### src/core/tlic_consts.vh
// constants of the two-level interrupt controller
`ifndef TLIC_CONSTS_VH
`define TLIC_CONSTS_VH
`define TLIC_NUM_SRC      18
`define TLIC_IDX_W        5
`define TLIC_VEC_W        16
`define TLIC_VEC_BASE     16'h0003
`define TLIC_VEC_STEP_LSB 3
`define TLIC_AUTO_CLR     18'h1000F
`define TLIC_GLOBAL_BIT   7
`define TLIC_PRI_BITS     7
`define TLIC_EXT1_LSB     7
`define TLIC_EXT2_LSB     15
`define TLIC_EXT2_BITS    3
`define TLIC_SEL_PRI      0
`define TLIC_SEL_EXT1     1
`define TLIC_SEL_EXT2     2
`define TLIC_REG_RESET    8'h00
`endif

### src/core/tlic_arb.v
// per-clock priority decode of enabled pending sources
`timescale 1ns/1ps
`include "tlic_consts.vh"
module tlic_arb #(
  parameter N  = `TLIC_NUM_SRC,
  parameter IW = `TLIC_IDX_W
) (
  // clock and reset
  input  wire          clk_i,
  input  wire          arst_n_i,
  // candidates
  input  wire [N-1:0]  req_i,
  input  wire [N-1:0]  hi_i,
  // registered decode
  output reg           valid_o,
  output reg           hi_o,
  output reg  [IW-1:0] idx_o
);
  // ==========================================================
  // fixed order: lowest index wins
  function [IW:0] first_set;
    input [N-1:0] v;
    integer k;
    begin
      first_set = {1'b0, {IW{1'b0}}};
      for (k = N - 1; k >= 0; k = k - 1) begin
        if (v[k]) begin
          first_set = {1'b1, k[IW-1:0]};
        end
      end
    end
  endfunction

  wire [IW:0] pick_hi = first_set(req_i & hi_i);
  wire [IW:0] pick_lo = first_set(req_i & ~hi_i);

  always @(posedge clk_i or negedge arst_n_i) begin
    if (!arst_n_i) begin
      valid_o <= 1'b0;
      hi_o    <= 1'b0;
      idx_o   <= {IW{1'b0}};
    end else if (pick_hi[IW]) begin
      valid_o <= 1'b1;
      hi_o    <= 1'b1;
      idx_o   <= pick_hi[IW-1:0];
    end else begin
      valid_o <= pick_lo[IW];
      hi_o    <= 1'b0;
      idx_o   <= pick_lo[IW-1:0];
    end
  end
endmodule

### src/core/tlic_ctrl.v
// two-level interrupt controller top
`timescale 1ns/1ps
`include "tlic_consts.vh"
module tlic_ctrl #(
  parameter N        = `TLIC_NUM_SRC,
  parameter IW       = `TLIC_IDX_W,
  parameter AUTO_CLR = `TLIC_AUTO_CLR
) (
  // clock and reset
  input  wire                   clk_i,
  input  wire                   arst_n_i,
  // peripheral events and software flag access
  input  wire [N-1:0]           src_event_i,
  input  wire [N-1:0]           flag_set_i,
  input  wire [N-1:0]           flag_clr_i,
  // enable and priority register writes
  input  wire [2:0]             en_wr_i,
  input  wire [2:0]             pri_wr_i,
  input  wire [7:0]             wdata_i,
  // core handshake
  input  wire                   instr_done_i,
  input  wire                   next_multi_i,
  input  wire                   call_ack_i,
  input  wire                   return_from_interrupt_done_i,
  // requests to the core
  output reg                    irq_req_o,
  output reg  [`TLIC_VEC_W-1:0] vector_o,
  // register read back and state
  output reg  [N-1:0]           pending_o,
  output reg  [7:0]             primary_enable_register_o,
  output reg  [7:0]             extended_enable_register_one_o,
  output reg  [7:0]             extended_enable_register_two_o,
  output reg  [7:0]             pri_primary_o,
  output reg  [7:0]             pri_ext_one_o,
  output reg  [7:0]             pri_ext_two_o,
  output reg                    in_service_hi_o,
  output reg                    in_service_lo_o
);
  // ==========================================================
  // source enable and priority vectors
  wire [N-1:0] src_en = {
    extended_enable_register_two_o[`TLIC_EXT2_BITS-1:0],
    extended_enable_register_one_o,
    primary_enable_register_o[`TLIC_PRI_BITS-1:0]};
  wire [N-1:0] src_hi = {
    pri_ext_two_o[`TLIC_EXT2_BITS-1:0],
    pri_ext_one_o,
    pri_primary_o[`TLIC_PRI_BITS-1:0]};
  wire global_irq_enable =
    primary_enable_register_o[`TLIC_GLOBAL_BIT];
  wire [N-1:0] arb_req = pending_o & src_en
                       & {N{global_irq_enable}};

  wire          cand_valid;
  wire          cand_hi;
  wire [IW-1:0] cand_idx;

  tlic_arb #(
    .N  (N),
    .IW (IW)
  ) u_arb (
    .clk_i    (clk_i),
    .arst_n_i (arst_n_i),
    .req_i    (arb_req),
    .hi_i     (src_hi),
    .valid_o  (cand_valid),
    .hi_o     (cand_hi),
    .idx_o    (cand_idx)
  );

  // ==========================================================
  // pending flags
  reg  [IW-1:0] taken_idx;
  reg  [N-1:0]  ack_clr;
  integer       j;

  always @* begin
    ack_clr = {N{1'b0}};
    for (j = 0; j < N; j = j + 1) begin
      if (call_ack_i && irq_req_o && taken_idx == j[IW-1:0]) begin
        ack_clr[j] = AUTO_CLR[j];
      end
    end
  end

  // set beats any clear in the same cycle
  wire [N-1:0] next_pending = (pending_o & ~flag_clr_i & ~ack_clr)
                            | src_event_i
                            | flag_set_i;

  always @(posedge clk_i or negedge arst_n_i) begin
    if (!arst_n_i) begin
      pending_o <= {N{1'b0}};
    end else begin
      pending_o <= next_pending;
    end
  end

  // ==========================================================
  // enable and priority registers
  wire en_cleared =
    (en_wr_i[`TLIC_SEL_PRI]  &
      |(primary_enable_register_o & ~wdata_i)) |
    (en_wr_i[`TLIC_SEL_EXT1] &
      |(extended_enable_register_one_o & ~wdata_i)) |
    (en_wr_i[`TLIC_SEL_EXT2] &
      |(extended_enable_register_two_o & ~wdata_i));

  always @(posedge clk_i or negedge arst_n_i) begin
    if (!arst_n_i) begin
      primary_enable_register_o      <= `TLIC_REG_RESET;
      extended_enable_register_one_o <= `TLIC_REG_RESET;
      extended_enable_register_two_o <= `TLIC_REG_RESET;
      pri_primary_o                  <= `TLIC_REG_RESET;
      pri_ext_one_o                  <= `TLIC_REG_RESET;
      pri_ext_two_o                  <= `TLIC_REG_RESET;
    end else begin
      if (en_wr_i[`TLIC_SEL_PRI]) begin
        primary_enable_register_o <= wdata_i;
      end
      if (en_wr_i[`TLIC_SEL_EXT1]) begin
        extended_enable_register_one_o <= wdata_i;
      end
      if (en_wr_i[`TLIC_SEL_EXT2]) begin
        extended_enable_register_two_o <= wdata_i;
      end
      if (pri_wr_i[`TLIC_SEL_PRI]) begin
        pri_primary_o <= wdata_i;
      end
      if (pri_wr_i[`TLIC_SEL_EXT1]) begin
        pri_ext_one_o <= wdata_i;
      end
      if (pri_wr_i[`TLIC_SEL_EXT2]) begin
        pri_ext_two_o <= wdata_i;
      end
    end
  end

  // ==========================================================
  // instruction boundary bookkeeping
  reg clr_in_instr;
  reg hold_off;

  always @(posedge clk_i or negedge arst_n_i) begin
    if (!arst_n_i) begin
      clr_in_instr <= 1'b0;
      hold_off     <= 1'b0;
    end else begin
      if (instr_done_i) begin
        clr_in_instr <= en_cleared;
      end else if (en_cleared) begin
        clr_in_instr <= 1'b1;
      end
      // one more instruction runs after a return
      if (return_from_interrupt_done_i) begin
        hold_off <= 1'b1;
      end else if (instr_done_i) begin
        hold_off <= 1'b0;
      end
    end
  end

  // the decode still reflects enables from before the clear, so a
  // short follower may take it; a long follower sees the new enables
  wire stale_block = clr_in_instr & next_multi_i;
  wire level_ok = !in_service_hi_o
                & (!in_service_lo_o | cand_hi);
  wire take = instr_done_i & cand_valid & level_ok
            & !hold_off & !irq_req_o & !return_from_interrupt_done_i
            & !stale_block;

  // ==========================================================
  // request, vector and in-service state
  reg taken_hi;

  always @(posedge clk_i or negedge arst_n_i) begin
    if (!arst_n_i) begin
      irq_req_o       <= 1'b0;
      vector_o        <= {`TLIC_VEC_W{1'b0}};
      taken_idx       <= {IW{1'b0}};
      taken_hi        <= 1'b0;
      in_service_hi_o <= 1'b0;
      in_service_lo_o <= 1'b0;
    end else begin
      if (take) begin
        irq_req_o <= 1'b1;
        taken_idx <= cand_idx;
        taken_hi  <= cand_hi;
        vector_o  <= `TLIC_VEC_BASE + ({{(`TLIC_VEC_W-IW){1'b0}},
                     cand_idx} << `TLIC_VEC_STEP_LSB);
      end else if (call_ack_i && irq_req_o) begin
        irq_req_o <= 1'b0;
      end
      if (call_ack_i && irq_req_o) begin
        if (taken_hi) begin
          in_service_hi_o <= 1'b1;
        end else begin
          in_service_lo_o <= 1'b1;
        end
      end else if (return_from_interrupt_done_i) begin
        if (in_service_hi_o) begin
          in_service_hi_o <= 1'b0;
        end else begin
          in_service_lo_o <= 1'b0;
        end
      end
    end
  end
endmodule

### config.mk
export PLATFORM = sky130hd
export DESIGN_NAME = tlic_ctrl
export DESIGN_NICKNAME = d
export VERILOG_FILES = /design/src/core/tlic_arb.v /design/src/core/tlic_ctrl.v
export VERILOG_INCLUDE_DIRS = /design/src /design/src/core
export SDC_FILE = /design/constraint.sdc
export NUM_CORES = 1
export LEC_CHECK = 0
export BUFFER_PORTS_ARGS = -buffer_cell sky130_fd_sc_hd__buf_2
export CORE_UTILIZATION = 49
export DETAILED_ROUTE_END_ITERATION = 10
export PLACE_DENSITY_LB_ADDON = 0.25
export SETUP_SLACK_MARGIN = 0.05
export SLEW_MARGIN = 10
export SYNTH_ARGS = -nofsm -noshare
export SYNTH_HDL_FRONTEND = slang
export SYNTH_SLANG_ARGS = --single-unit
### constraint.sdc
create_clock -name clk_i -period 2.6 [get_ports clk_i]
set_clock_uncertainty 0.1 [all_clocks]
set_input_delay 0.26 -clock clk_i [delete_from_list [all_inputs] [get_ports clk_i]]
set_output_delay 0.26 -clock clk_i [all_outputs]
set_load 0.005 [all_outputs]
==> impl_metrics.tcl <==
set metrics [dict create \
    status "finished clean" \
    place_hpwl_um 8670 \
    ios 159 \
    slew_violations 0 \
    period_share_pct 82.9 \
    synth-xor-area-share_pct 0 \
    syn_inst 420 \
    yosys.area_share.simple_pct 18.6 \
    coreArea_um2 8260 \
    grt_pass1_wl_um 18100 \
    drive_above_1_share_pct 35.0 \
    clkLatencyLatePin_ps 350 \
    vias 3810 \
    routed_wl_um 11500 \
    viasPerCell 5.52 \
    grt_use_total_pct 26.8 \
    multi_input_area_um2 1750 \
    max-slew-margin-rel_pct 61.8 \
    grt-ovfl-total 0 \
    max_clock_freq_ghz 0.464 \
    numCtsBuffers 9 \
    min_path_type "in -> reg" \
    whs_ps 8.48 \
    holdPathEnd "pending_o[17]" \
    critPathMaxFanout 27 \
    postSynthAreaPerCell_um2 9.98 \
    synth_cell_types 48 \
    dpl_cell_area_um2 4960 \
    n_antenna_cell 0 \
    synth-edff-count 0 \
    cts_max_level 3 \
    antenna_found_initial 0 \
    synthMuxAreaShare_pct 7.79 \
    cp_slowest_stage_delay_ps 430 \
    num_rows 33 \
    dp_slack_ps 486 \
    fill_cells 728 \
    ctsHoldBuffers 18 \
    reg2reg_slack_ps 450 \
    cp-start-kind "register" \
    startpoint "primary_enable_register_o[7]" \
    dp_cells 654 \
    syn_area_um2 4190 \
    port_buffers 149 \
    first_global_vias 3780 \
    seqCellArea_um2 2130 \
    path_class "reg -> reg" \
    syn_to_final_growth_pct 27.4 \
    start_util_pct 50.8 \
    crit_path_end_kind "register" \
    routedWlPerCell_um 16.7 \
    synth_compound_area_share_pct 14.6 \
    drc 0 \
    hold_viol 0 \
    setup_ws_ps 445 \
    required_ps 2720 \
    cts-root-buf "clkbuf_8" \
    setup_viol 0 \
    yosysWarnings 0 \
    synth_seq_cells 85 \
    r2r-end "u_arb.valid_o" \
    p_total_mw 3.16 \
    p_per_area_nw_per_um2 592 \
    place.gp.congestion 0.894 \
    worstHoldStart "flag_set_i[17]" \
    dieArea_um2 8930 \
    r2r-start "primary_enable_register_o[7]" \
    postLayoutCellArea_um2 5340 \
    worst_pin_slew_ps 572 \
    ys_seq_area_share_pct 50.7 \
    fin_util_pct 64.7 \
    finalCriticalPeriod_ps 2150 \
    ctsResizeCount 0 \
    die_w_um 94.5 \
    die_h_um 94.5 \
    dr.pass1.iters 4 \
    leakagePower_nw 2.64 \
    clock_sinks 85 \
    post_cts_buffers 0 \
    setup_tns_ps 0 \
    hold_depth 3 \
    rsz0062_at_grt "no" \
    max_cap_viol_count 0 \
    path_clk_slew_ps 90 \
    final_cells 690 \
    crit_chain "buf_4 -> nand4_1 -> nand4_2 -> nor4_4 -> nand2_2 -> or3_1" \
    yosys.area_share.adder_pct 0 \
    r2r_cells 6 \
    first_iter_violations 180 \
    ir_worst_vdd_mv 0.349 \
    finalNetCount 654 \
    grt_max_degree 44 \
    cts_tree "built" \
    slowest_stage "dfrtp_1" \
    async_reset_ff_share_pct 100 \
    final_antenna_net_count 0 \
    ys.flop_type "dfrtp_1" \
    synth_top_family_by_area "simple AND/OR/NAND/NOR gates" \
    cts_buffer_depth 2 \
    cp.arrival_ps 2270 \
]
-- per-layer routing --
layer	vias up	routed length [um]	global-route usage, %
met5	-	0	0
met4	0	172	8.71
met3	15	665	5.48
met2	138	5740	45.9
met1	1846	4960	34.1
li1	1811	-	-
-- cell families (layout without fill, tap and decap cells) --
family	Yosys count	after routing
AO/OA/AOI/OAI	97	97
other	1	9
buffers and inverters	77	234
AND/OR/NAND/NOR	131	131
flip-flops	85	85
multiplexers	29	29
-- cell usage after synthesis, types with 2 or more instances --
cell	number	area, um^2
a211oi_1	2	15.0
clkbuf_1	16	60.1
buf_4	13	97.6
nand4_1	19	119
nand2b_1	6	37.5
a21oi_1	5	25.0
a31oi_1	6	37.5
nand2_1	39	146
and4_1	4	35.0
dfrtp_1	85	2130
nand4b_1	12	105
a21boi_0	4	30.0
o21ai_0	45	225
o311ai_1	2	17.5
nand4_2	5	62.6
inv_1	46	173
o2bb2ai_1	2	17.5
and4b_1	4	40.0
nand3_1	8	40.0
nand3b_1	2	15.0
nor2b_1	2	12.5
o31ai_1	2	15.0
a311o_1	3	30.0
o22ai_1	13	81.3
or3_1	4	25.0
o41ai_1	3	26.3
a21o_1	2	15.0
nor2_1	18	67.6
mux2_2	29	327
-- critical path, delay by kind of cell, from the launching register on --
kind                   cells  cell delay [ps]
AND/OR/NAND/NOR            5             1240
flip-flops                 1              430
buffers and inverters      1              240
-- layout by cell type, fill, tap and decap left out, types with 4 or more instances in the layout --
cell type / n
conb_1: 9
nand4_2: 5
clkbuf_8: 10
a31oi_1: 6
dfrtp_1: 85
nand2b_1: 6
dlygate4sd3_1: 20
nand4b_1: 12
nand3_1: 8
o22ai_1: 13
a21boi_0: 4
o21ai_0: 45
a21oi_1: 5
nand4_1: 19
and4b_1: 4
or3_1: 4
nand2_1: 39
mux2_2: 29
and4_1: 4
inv_1: 46
nor2_1: 18
buf_2: 148
-- worst max path at each step --
stage                     cells after the start            end  slack [ps]
after floorplan                               6  u_arb.valid_o         750
after global placement                        6  u_arb.valid_o         570
after detailed placement                      6  u_arb.valid_o         490
after CTS                                     6  u_arb.valid_o         450
after global routing                          6  u_arb.valid_o         280
final                                         6  u_arb.valid_o         450
-- state kept, by name, indices dropped and copies added, names as in the netlist, 5 cells and up --
| name | cells |
|---|---|
| pri_primary_o | 8 |
| taken_idx | 5 |
| extended_enable_register_two_o | 8 |
| extended_enable_register_one_o | 8 |
| pri_ext_two_o | 8 |
| pri_ext_one_o | 8 |
| pending_o | 18 |
| u_arb.idx_o | 5 |
| primary_enable_register_o | 8 |
-- where the power goes --
part / internal (mW) / switching [mW]
registers: 1.48 / 0.156
clock network: 0.376 / 0.467
logic: 0.342 / 0.341
total: 2.20 / 0.964
-- layout make-up --
type                       count  share of cell area (%)
timing repair buffer         172                    18.4
clock buffer                  11                    2.65
inverter                      46                    3.23
sequential                    85                    39.8
multi-input combinational    266                    32.8
tap                          105                    2.46
clock inverter                 5                   0.656
(Power assumes the default switching activity.)
